## src/rtl/rls_pkg.sv

```systemverilog
// Purpose: Constants and types for the receive list status word block
// Assumes: 32-bit APB, byte addresses on PADDR
// Notes:   Register offsets are byte addresses of aligned words
package rls_pkg;

  // ------------------------------------------------------------------
  // Register map
  // ------------------------------------------------------------------
  localparam logic [7:0]  OFS_CTRL  = 8'h00;
  localparam logic [7:0]  OFS_CMD   = 8'h04;
  localparam logic [7:0]  OFS_HEAD  = 8'h08;
  localparam logic [7:0]  OFS_STAT  = 8'h0c;
  localparam logic [7:0]  OFS_MASK  = 8'h10;
  localparam logic [7:0]  OFS_NEXT  = 8'h14;

  localparam int          CTRL_EN_BIT     = 0;
  localparam int          CMD_RECHECK_BIT = 0;
  localparam int          CMD_RESUME_BIT  = 1;
  localparam int          ST_FRAME_BIT    = 0;
  localparam int          ST_PAUSE_BIT    = 1;
  localparam int          NEXT_PAUSED_BIT = 0;

  localparam logic        RST_EN     = 1'b0;
  localparam logic [31:0] RST_HEAD   = 32'h0000_0000;
  localparam logic [1:0]  RST_STAT   = 2'h0;
  localparam logic [1:0]  RST_MASK   = 2'h0;

  // ------------------------------------------------------------------
  // List status word fields
  // ------------------------------------------------------------------
  localparam int          LSW_VALID    = 0;
  localparam int          LSW_COMPLETE = 1;
  localparam int          LSW_START    = 2;
  localparam int          LSW_END      = 3;
  localparam int          LSW_FRM_IRQ  = 4;
  localparam int          LSW_PAUSE    = 5;
  localparam int          LSW_FSB_LO   = 8;
  localparam int          LSW_FSB_HI   = 13;

  // ------------------------------------------------------------------
  // Types
  // ------------------------------------------------------------------
  typedef enum logic [2:0] {
    ST_IDLE, ST_FETCH, ST_HALT, ST_FILL, ST_WB_START, ST_WB_END, ST_PAUSE
  } rls_state_t;

  // Fetched list: its address, status word and link field
  typedef struct packed {
    logic [31:0] addr;
    logic [15:0] word;
    logic [31:0] link;
  } rls_list_t;

  // Data mover report for one filled list
  typedef struct packed {
    logic        sof;
    logic        eof;
    logic [7:0]  fsb;
  } rls_fill_t;

  // Completion write-back of one list status word
  typedef struct packed {
    logic [31:0] addr;
    logic [15:0] word;
  } rls_wb_t;

endpackage : rls_pkg

```

## src/rtl/rls_cmp_word.sv

```systemverilog
// Purpose: Builds the completion list status word for one list
// Assumes: Caller says whether the list starts and/or ends the frame
// Notes:   Pure combinational
`timescale 1ns/1ps
module rls_cmp_word (
  input  wire logic        is_start,
  input  wire logic        is_end,
  input  wire logic [7:0]  frame_status_byte,
  output logic [15:0]      list_status_word
);
  import rls_pkg::*;

  always_comb begin
    list_status_word = 16'h0000;
    list_status_word[LSW_VALID]    = 1'b0;
    list_status_word[LSW_COMPLETE] = 1'b1;
    list_status_word[LSW_START]    = is_start;
    list_status_word[LSW_END]      = is_end;
    if (is_start) begin
      list_status_word[LSW_FSB_HI:LSW_FSB_LO] = frame_status_byte[7:2];
    end else begin
      list_status_word[LSW_FSB_HI:LSW_FSB_LO] = 6'h00;
    end
  end

endmodule : rls_cmp_word

```

## src/rtl/rls_top.sv

```systemverilog
// Purpose: Receive list status word engine with APB registers
// Assumes: Fetcher and data mover outside; all inputs synchronous to MCLK
// Notes:   Rewrites start and end lists of each frame after the frame is moved
//
// Implementation choices: the address map and the APB register port.
`timescale 1ns/1ps
module rls_top (
  input  wire logic              MCLK,
  input  wire logic              RST_B,
  input  wire logic              PSEL,
  input  wire logic              PENABLE,
  input  wire logic              PWRITE,
  input  wire logic [7:0]        PADDR,
  input  wire logic [31:0]       PWDATA,
  output logic [31:0]            PRDATA,
  output logic                   PREADY,
  output logic                   PSLVERR,
  output logic                   IRQ,
  output logic                   FETCH_REQ,
  output logic [31:0]            FETCH_ADDR,
  input  wire logic              LIST_RSP,
  input  wire rls_pkg::rls_list_t LIST_IN,
  output logic                   FILL_GO,
  input  wire logic              FILL_DONE,
  input  wire rls_pkg::rls_fill_t FILL_IN,
  output logic                   WB_REQ,
  output rls_pkg::rls_wb_t       WB_OUT,
  input  wire logic              WB_ACK
);
  import rls_pkg::*;

  // ------------------------------------------------------------------
  // State
  // ------------------------------------------------------------------
  typedef struct packed {
    rls_state_t  st;
    logic        en;
    logic [31:0] head;
    logic [1:0]  stat;
    logic [1:0]  mask;
    logic        irq;
    logic        pready;
    logic        pslverr;
    logic [31:0] prdata;
    logic        fetch_req;
    logic [31:0] fetch_addr;
    logic [15:0] cur_word;
    logic [31:0] cur_link;
    logic        fill_go;
    logic        start_irq;
    logic        start_pause;
    logic [7:0]  fsb;
    logic [31:0] start_addr;
    logic [31:0] end_addr;
    logic [31:0] end_link;
    logic        end_sof;
    logic        wb_req;
    rls_wb_t     wb;
  } rls_regs_t;

  rls_regs_t   s_r;
  rls_regs_t   s_nxt;
  logic [15:0] start_word;
  logic [15:0] end_word;
  logic        acc;
  logic        wr;
  logic        recheck;
  logic        resume;
  logic        wb_done;
  logic        map_hit;
  logic [31:0] rd_val;
  logic        fill_take;
  logic        start_end;
  logic [7:0]  start_fsb;

  // ------------------------------------------------------------------
  // Completion words
  // ------------------------------------------------------------------
  rls_cmp_word u_start_word (
    .is_start          (1'b1),
    .is_end            (start_end),
    .frame_status_byte (start_fsb),
    .list_status_word  (start_word)
  );

  rls_cmp_word u_end_word (
    .is_start          (1'b0),
    .is_end            (1'b1),
    .frame_status_byte (s_r.fsb),
    .list_status_word  (end_word)
  );

  // ------------------------------------------------------------------
  // APB decode
  // ------------------------------------------------------------------
  always_comb begin
    acc     = PSEL && PENABLE && s_r.pready;
    wr      = acc && PWRITE;
    recheck = wr && (PADDR == OFS_CMD) && PWDATA[CMD_RECHECK_BIT];
    resume  = wr && (PADDR == OFS_CMD) && PWDATA[CMD_RESUME_BIT];
    // Start word holds this frame's flags in the cycle the request rises
    fill_take = (s_r.st == ST_FILL) && FILL_DONE;
    start_end = fill_take ? FILL_IN.sof : s_r.end_sof;
    start_fsb = (fill_take && FILL_IN.sof) ? FILL_IN.fsb : s_r.fsb;
    wb_done = s_r.wb_req && WB_ACK &&
              ((s_r.st == ST_WB_END) || ((s_r.st == ST_WB_START) && s_r.end_sof));
    map_hit = 1'b1;
    rd_val  = 32'h0000_0000;
    unique case (PADDR)
      OFS_CTRL: rd_val[CTRL_EN_BIT] = s_r.en;
      OFS_CMD:  rd_val = 32'h0000_0000;
      OFS_HEAD: rd_val = s_r.head;
      OFS_STAT: rd_val[1:0] = s_r.stat;
      OFS_MASK: rd_val[1:0] = s_r.mask;
      OFS_NEXT: rd_val = {s_r.fetch_addr[31:1], s_r.st == ST_PAUSE};
      default:  map_hit = 1'b0;
    endcase
  end

  // ------------------------------------------------------------------
  // Next state
  // ------------------------------------------------------------------
  always_comb begin
    s_nxt = s_r;
    s_nxt.pready = PSEL && PENABLE && !s_r.pready;
    if (PSEL && PENABLE && !s_r.pready) begin
      s_nxt.prdata  = PWRITE ? 32'h0000_0000 : rd_val;
      s_nxt.pslverr = !map_hit;
    end
    if (wr && PADDR == OFS_CTRL) begin
      s_nxt.en = PWDATA[CTRL_EN_BIT];
    end
    if (wr && PADDR == OFS_HEAD) begin
      s_nxt.head = PWDATA;
    end
    if (wr && PADDR == OFS_MASK) begin
      s_nxt.mask = PWDATA[1:0];
    end
    // Only bits returned by the read are cleared
    if (acc && !PWRITE && PADDR == OFS_STAT) begin
      s_nxt.stat = s_r.stat & ~s_r.prdata[1:0];
    end
    s_nxt.fill_go = 1'b0;

    unique case (s_r.st)
      ST_IDLE: begin
        if (s_r.en) begin
          s_nxt.fetch_addr = s_r.head;
          s_nxt.fetch_req  = 1'b1;
          s_nxt.st         = ST_FETCH;
        end
      end
      ST_FETCH: begin
        if (LIST_RSP) begin
          s_nxt.fetch_req = 1'b0;
          s_nxt.cur_word  = LIST_IN.word;
          s_nxt.cur_link  = LIST_IN.link;
          if (LIST_IN.word[LSW_VALID]) begin
            s_nxt.fill_go = 1'b1;
            s_nxt.st      = ST_FILL;
          end else begin
            s_nxt.st = ST_HALT;
          end
        end
      end
      ST_HALT: begin
        // No status bit is raised while halted
        if (!s_r.en) begin
          s_nxt.st = ST_IDLE;
        end else if (recheck) begin
          s_nxt.fetch_req = 1'b1;
          s_nxt.st        = ST_FETCH;
        end
      end
      ST_FILL: begin
        if (FILL_DONE) begin
          if (FILL_IN.sof) begin
            s_nxt.start_addr  = s_r.fetch_addr;
            s_nxt.start_irq   = s_r.cur_word[LSW_FRM_IRQ];
            s_nxt.start_pause = s_r.cur_word[LSW_PAUSE];
            s_nxt.fsb         = FILL_IN.fsb;
          end
          if (FILL_IN.eof) begin
            s_nxt.end_addr = s_r.fetch_addr;
            s_nxt.end_link = s_r.cur_link;
            s_nxt.end_sof  = FILL_IN.sof;
            s_nxt.wb_req   = 1'b1;
            s_nxt.wb.addr  = FILL_IN.sof ? s_r.fetch_addr : s_r.start_addr;
            s_nxt.st       = ST_WB_START;
          end else begin
            s_nxt.fetch_addr = s_r.cur_link;
            s_nxt.fetch_req  = 1'b1;
            s_nxt.st         = ST_FETCH;
          end
        end
      end
      ST_WB_START: begin
        if (WB_ACK && !s_r.end_sof) begin
          s_nxt.wb.addr = s_r.end_addr;
          s_nxt.st      = ST_WB_END;
        end
      end
      ST_WB_END: begin
      end
      ST_PAUSE: begin
        if (!s_r.en) begin
          s_nxt.st = ST_IDLE;
        end else if (resume) begin
          s_nxt.fetch_req = 1'b1;
          s_nxt.st        = ST_FETCH;
        end
      end
      default: begin
        s_nxt.st = ST_IDLE;
      end
    endcase

    s_nxt.wb.word = (s_nxt.st == ST_WB_END) ? end_word : start_word;

    if (wb_done) begin
      s_nxt.wb_req     = 1'b0;
      s_nxt.fetch_addr = s_r.end_link;
      if (s_r.start_irq || s_r.start_pause) begin
        s_nxt.stat[ST_FRAME_BIT] = 1'b1;
      end
      if (s_r.start_pause) begin
        s_nxt.stat[ST_PAUSE_BIT] = 1'b1;
        s_nxt.st                 = ST_PAUSE;
      end else begin
        s_nxt.fetch_req = 1'b1;
        s_nxt.st        = ST_FETCH;
      end
    end
    s_nxt.irq = |(s_nxt.stat & s_nxt.mask);
  end

  always_ff @(posedge MCLK or negedge RST_B) begin
    if (!RST_B) begin
      s_r      <= '0;
      s_r.st   <= ST_IDLE;
      s_r.en   <= RST_EN;
      s_r.head <= RST_HEAD;
      s_r.stat <= RST_STAT;
      s_r.mask <= RST_MASK;
    end else begin
      s_r <= s_nxt;
    end
  end

  // ------------------------------------------------------------------
  // Outputs
  // ------------------------------------------------------------------
  assign PRDATA     = s_r.prdata;
  assign PREADY     = s_r.pready;
  assign PSLVERR    = s_r.pslverr;
  assign IRQ        = s_r.irq;
  assign FETCH_REQ  = s_r.fetch_req;
  assign FETCH_ADDR = s_r.fetch_addr;
  assign FILL_GO    = s_r.fill_go;
  assign WB_REQ     = s_r.wb_req;
  assign WB_OUT     = s_r.wb;
endmodule : rls_top

```

## config.mk

```make
export PLATFORM = sky130hd
export DESIGN_NAME = rls_top
export DESIGN_NICKNAME = d
export VERILOG_FILES = /design/src/rtl/rls_pkg.sv /design/src/rtl/rls_cmp_word.sv /design/src/rtl/rls_top.sv
export SDC_FILE = /design/constraint.sdc
export NUM_CORES = 1
export LEC_CHECK = 0
export ABC_AREA = 1
export BUFFER_PORTS_ARGS = -buffer_cell sky130_fd_sc_hd__buf_2
export CAP_MARGIN = 30
export CORE_UTILIZATION = 50
export DETAILED_ROUTE_END_ITERATION = 6
export GPL_ROUTABILITY_DRIVEN = 0
export GPL_TIMING_DRIVEN = 0
export PLACE_DENSITY = 0.76
export SYNTH_ARGS = -nofsm -noshare
export SYNTH_HDL_FRONTEND = slang
export SYNTH_SLANG_ARGS = --single-unit
```

## constraint.sdc

```tcl
create_clock -name MCLK -period 2.2 [get_ports MCLK]
set_input_delay 0.33 -clock MCLK [delete_from_list [all_inputs] [get_ports MCLK]]
set_output_delay 0.33 -clock MCLK [all_outputs]
set_load 0.05 [all_outputs]
```

Yosys cells after proc, flatten, opt, wreduce, memory -nomap -nowiden
Index checks and enable logic that the tools add are counted.

Flip-flop bits (word level): 301. Bits in latches: 0. Bits in writable memories: 0. ROM bits: 0. Output and inout bits: 118. Word-level logic and storage cells: 132. Memories: 0.

Add/subtract/negate cells: 0. Multiply operators: 0. Divide/modulo/power cells: 0. Magnitude comparators: 0. Eq/ne operators: 18. Shift operators: 0. Mux-type cells: 48. Bitwise gates (word level): 3. Reductions and logical operators: 39.

Operators with widths (number): two-way mux 33 bit (6); case mux 32 bit (2 select lines) (2); two-way mux 32 bit (3); case mux 30 bit (2 select lines) (1); two-way mux 3 bit (11); case mux 3 bit (7 select lines) (1); logical AND 1 bit (18); equality test 8 x 4 -> 1 bit, second input constant (2); equality test 8 x 5 -> 1 bit, second input constant (2); two-way mux 1 bit (16); two-way mux 14 bit (1); equality test 3 bit, second input constant (4); case mux 1 bit (5 select lines) (2); inequality test 3 bit, second input constant (3); AND reduction 3 bit (3); equality test 8 x 3 -> 1 bit, second input constant (1); zero test 8 bit (1); two-way mux 8 bit (1); AND reduction 4 bit (2); nonzero test 2 bit (4); equality test 3 x 2 -> 1 bit, second input constant (2); two-way mux 2 bit (3); OR reduction 6 bit (1); bitwise AND 2 bit (2); other kinds (11) (16).

Logic depth before layout (Yosys ltp)
Depth after elaboration: 10. Mapped depth: 10. Gate-level depth less buffers: 10.

Modules after synthesis
A second synthesis with hierarchy kept.

Cells, all modules: 1580. Area, all modules: 14059.7 um^2.

Modules (own cells, without submodules): rls_top (times used 1, cells each 1532, area each 13804.5 um^2); rls_cmp_word (times used 2, cells each 24, area each 127.6 um^2).

Worst setup path before layout
OpenSTA, ideal clock, no wires.

Kind: register to register. Start: reg s_r (netlist bit PREADY). End: reg s_r[279] (netlist name). Arrival time: 1.694 ns. Data required time: 2.075 ns. Slack: 0.381 ns. Stages on the path, launching flop included: 6. Period minus slack after synthesis: 1.819 ns. Path through: dfrtp_1 nand3_1 nor2_2 nand3_2 buf_2 mux2_2.

Cells in the longest elaborated chain, start to end: 3.

Ends and longest elaborated chain: from (decl) (RTL line rls_top.sv:61) `rls_regs_t s_r;`; from (signal assigned) (RTL line rls_top.sv:246) `s_r <= s_nxt;`; logical AND 1 bit (RTL line rls_top.sv:97) `acc = PSEL && PENABLE && s_r.pready;`; logical AND 1 bit (RTL line rls_top.sv:98) `wr = acc && PWRITE;`; logical AND 1 bit (RTL line rls_top.sv:133) `if (wr && PADDR == OFS_HEAD) begin`.

No other way between the ends. A chain may end at the register's enable or synchronous reset.

==> impl_metrics.env <==
export IMPL_post_cts_setup_buffers=0
export IMPL_regArea_sq_um=7260
export IMPL_rsz0062_at_grt="false"
export IMPL_cp_required_ps=2680
export IMPL_clk_transition_reported_paths_ps=60
export IMPL_p_per_area_nw_per_um2=1070
export IMPL_hpwl_um=25700
export IMPL_root_buffer="clkbuf_16"
export IMPL_synthToLayoutAreaGrowth_pct=19.2
export IMPL_grt_first_pass_wirelength_um=55900
export IMPL_io_buffers=201
export IMPL_worst_path_max_delay_cell="nor3_1"
export IMPL_worstPathMaxFanout=10
export IMPL_ctsHtreeMaxLevel=1
export IMPL_layout_commonest_cell="nand2_1"
export IMPL_r2r_end="PRDATA[21]"
export IMPL_grt_usage_pct=26.5
export IMPL_fin_ws_ps=92.1
export IMPL_finalHoldViolCount=0
export IMPL_cellLeakagePower_nw=8.20
export IMPL_crit_buf_inv=2
export IMPL_grt_remaining_overflow=0
export IMPL_clock_fmax_ghz=0.474
export IMPL_routed_via_count=11170
export IMPL_start_util_pct=50.9
export IMPL_slew_headroom_pct=51.1
export IMPL_die_width_um=165
export IMPL_holdWs_ps=4.49
export IMPL_synth_area_sq_um=13200
export IMPL_skew_ps=9.19
export IMPL_wl_um=35300
export IMPL_yosysSeqAreaShare_pct=54.9
export IMPL_drtIter0Drc=972
export IMPL_outcome="finished with violations"
export IMPL_fp_dieH_um=165
export IMPL_vias_per_cell=5.36
export IMPL_ant_nets=0
export IMPL_max_stage_delay_ps=440
export IMPL_dp_slack_ps=112
export IMPL_grt_pass1_vias=10857
export IMPL_finalSetupViolCount=0
export IMPL_yosysWarnings=0
export IMPL_nNetsFinal=1864
export IMPL_cts_max_path_buffers=3
export IMPL_slew_violations=0
export IMPL_drc_errors=8
export IMPL_cp_top_family="simple AND/OR/NAND/NOR gates"
export IMPL_antenna_found_initial=2
export IMPL_cts_buffers=29
export IMPL_wl_per_cell_um=17.0
export IMPL_multiInputGateArea_sq_um=4280
export IMPL_clock_sinks=290
export IMPL_crit_chain="nor3_1 -> inv_2 -> nor2_1 -> buf_2 -> nand2_1 -> nand2_1"
export IMPL_drive_gt1_share_pct=25.5
export IMPL_critical_path_depth=6
export IMPL_critPathLaunchType="flip-flop"
export IMPL_r2r_setup_slack_ps=90
export IMPL_synthCells=1480
export IMPL_worstSetupPathType="reg -> reg"
export IMPL_synth_distinct_cells=30
export IMPL_io_pins=256
export IMPL_worstHoldPathType="in -> reg"
export IMPL_cp_arrival_ps=2590
export IMPL_fin_crit_ps=2110
export IMPL_die_area_sq_um=27100
export IMPL_n_fill_cell=2186
export IMPL_finalCritPeriodShare_pct=95.8
export IMPL_core_sq_um=26000
export IMPL_drt_pass1_iterations=7
export IMPL_ys_ff_latch=290
export IMPL_cpMostUsedCell="nand2_1"
export IMPL_maxCapViolCount=0
export IMPL_synth_avg_cell_area_sq_um=8.94
export IMPL_violations="DRC"
export IMPL_ir_drop_uv=702
export IMPL_final_cell_mix="nand2_1, dfrtp_1, buf_2, inv_1, nor2_1"
export IMPL_worstSetupEndpoint="PRDATA[21]"
export IMPL_grt_max_degree=125
export IMPL_reg2reg_depth=6
export IMPL_clkLatencyLatePin_ps=550
export IMPL_tightest_slew_ps=733
export IMPL_reg2reg_from="PREADY"
export IMPL_worstSetupStartpoint="PREADY"
export IMPL_cts_tree="yes"
export IMPL_rows=59
export IMPL_crit_path_end_kind="flip-flop"
tightest hold or removal path, stage by stage:
cell     delay, ps
buf_2           80
nand2_1         40
o21ai_0         60
logic make-up (layout without fill, tap and decap cells):
| kind of cell | count (synthesis) | in the layout | share of synthesized area (%) |
|---|---|---|---|
| simple gates | 512 | 512 | 15.8 |
| buf+inv | 332 | 592 | 12.9 |
| compound gates | 314 | 314 | 13.8 |
| flops | 290 | 290 | 54.9 |
| mux | 30 | 30 | 2.55 |
| other cells | 2 | 10 | 0.0568 |
layer usage:
metal	routed length [um]	up-vias	global-route usage, %
met5	0	-	0
met1	14900	5362	36.0
li1	-	5256	-
met3	2670	84	4.29
met2	16600	468	43.0
met4	1110	0	9.72
registers in the layout, summed over array words and instances, names as in the netlist:
register and flops:
WB_REQ 1, FETCH_REQ 1, PREADY 1, IRQ 1, PRDATA 32, PSLVERR 1, FILL_GO 1, s_r 179
FETCH_ADDR 32, WB_OUT 41
final cells by class:
| class | instances | share of cell area [%] |
|---|---|---|
| repair buffers | 209 | 7.17 |
| diodes | 2 | 0.0317 |
| plain buffers | 195 | 7.60 |
| inverters | 137 | 3.26 |
| clock inverters | 12 | 0.913 |
| clock buffers | 39 | 5.16 |
| well taps | 335 | 2.66 |
| multi-input cells | 864 | 27.2 |
| flip-flops and latches | 290 | 46.0 |
cell usage after synthesis:
| library cell | instances | share of area (%) |
|---|---|---|
| nand2_1 | 305 | 8.7 |
| dfrtp_1 | 290 | 55 |
| inv_1 | 133 | 3.8 |
| nor2_1 | 124 | 3.5 |
| buf_4 | 115 | 6.5 |
| o21ai_0 | 94 | 3.6 |
| o22ai_1 | 94 | 4.4 |
| o21ai_1 | 54 | 2.0 |
| nand3_1 | 52 | 2.0 |
| clkbuf_1 | 51 | 1.4 |
| a31oi_1 | 34 | 1.6 |
| o211ai_1 | 34 | 1.9 |
| mux2_2 | 30 | 2.6 |
| buf_2 | 27 | 1.0 |
| nand4_1 | 7 | 0.33 |
| or2_2 | 6 | 0.28 |
| inv_2 | 4 | 0.11 |
| nand2_2 | 3 | 0.14 |
| nand3_2 | 3 | 0.23 |
| nor2_2 | 3 | 0.14 |
| nor3_1 | 3 | 0.11 |
| a21oi_1 | 2 | 0.076 |
| buf_1 | 2 | 0.057 |
| conb_1 | 2 | 0.057 |
| nand3b_1 | 2 | 0.11 |
| nor2_4 | 2 | 0.17 |
| nand2_4 | 1 | 0.085 |
| nor3_2 | 1 | 0.076 |
| o21ai_2 | 1 | 0.066 |
| o21bai_1 | 1 | 0.057 |
worst min-delay path by stage:
stage	startpoint	to	slack (ps)	cells after the start
after global placement	s_r[76]	s_r[76]	460	2
final	LIST_IN[25]	s_r[182]	4	3
after detailed placement	RST_B	s_r[283]	310	1
after floorplan	RST_B	FETCH_ADDR[0]	30	0
after global routing	LIST_IN[16]	s_r[173]	6	3
after CTS	LIST_IN[16]	s_r[173]	0.007	3
power by group:
part | internal (mW) | switching, mW | total [mW]
clock network | 2.93 | 2.07 | 5.00
logic | 1.51 | 3.50 | 5.01
registers | 6.24 | 0.545 | 6.79
total | 10.7 | 6.12 | 16.8
metrics by stage:
stage | cell area [sq um] | utilization, % | TNS (ps) | power [mW] | instances
2_1_floorplan | 13300 | - | 0 | 10.4 | 1486
3_3_place_gp | 14700 | 56.5 | -1263900 | 11.7 | 2022
3_5_place_dp | 14700 | 56.7 | 0 | 11.8 | 2024
4_1_cts | 15800 | 60.7 | 0 | 16.8 | 2081
5_1_grt | 15800 | 60.7 | 0 | 17.5 | 2082
6_report | 15800 | 60.7 | 0 | 16.8 | 2083
what timing repair did:
action / in CTS / in global routing
resized for setup: 0 / 0
hold buffers: 6 / 0
endpoints found under the hold margin: 68 / 0
Power figures use the tool's default switching activity.
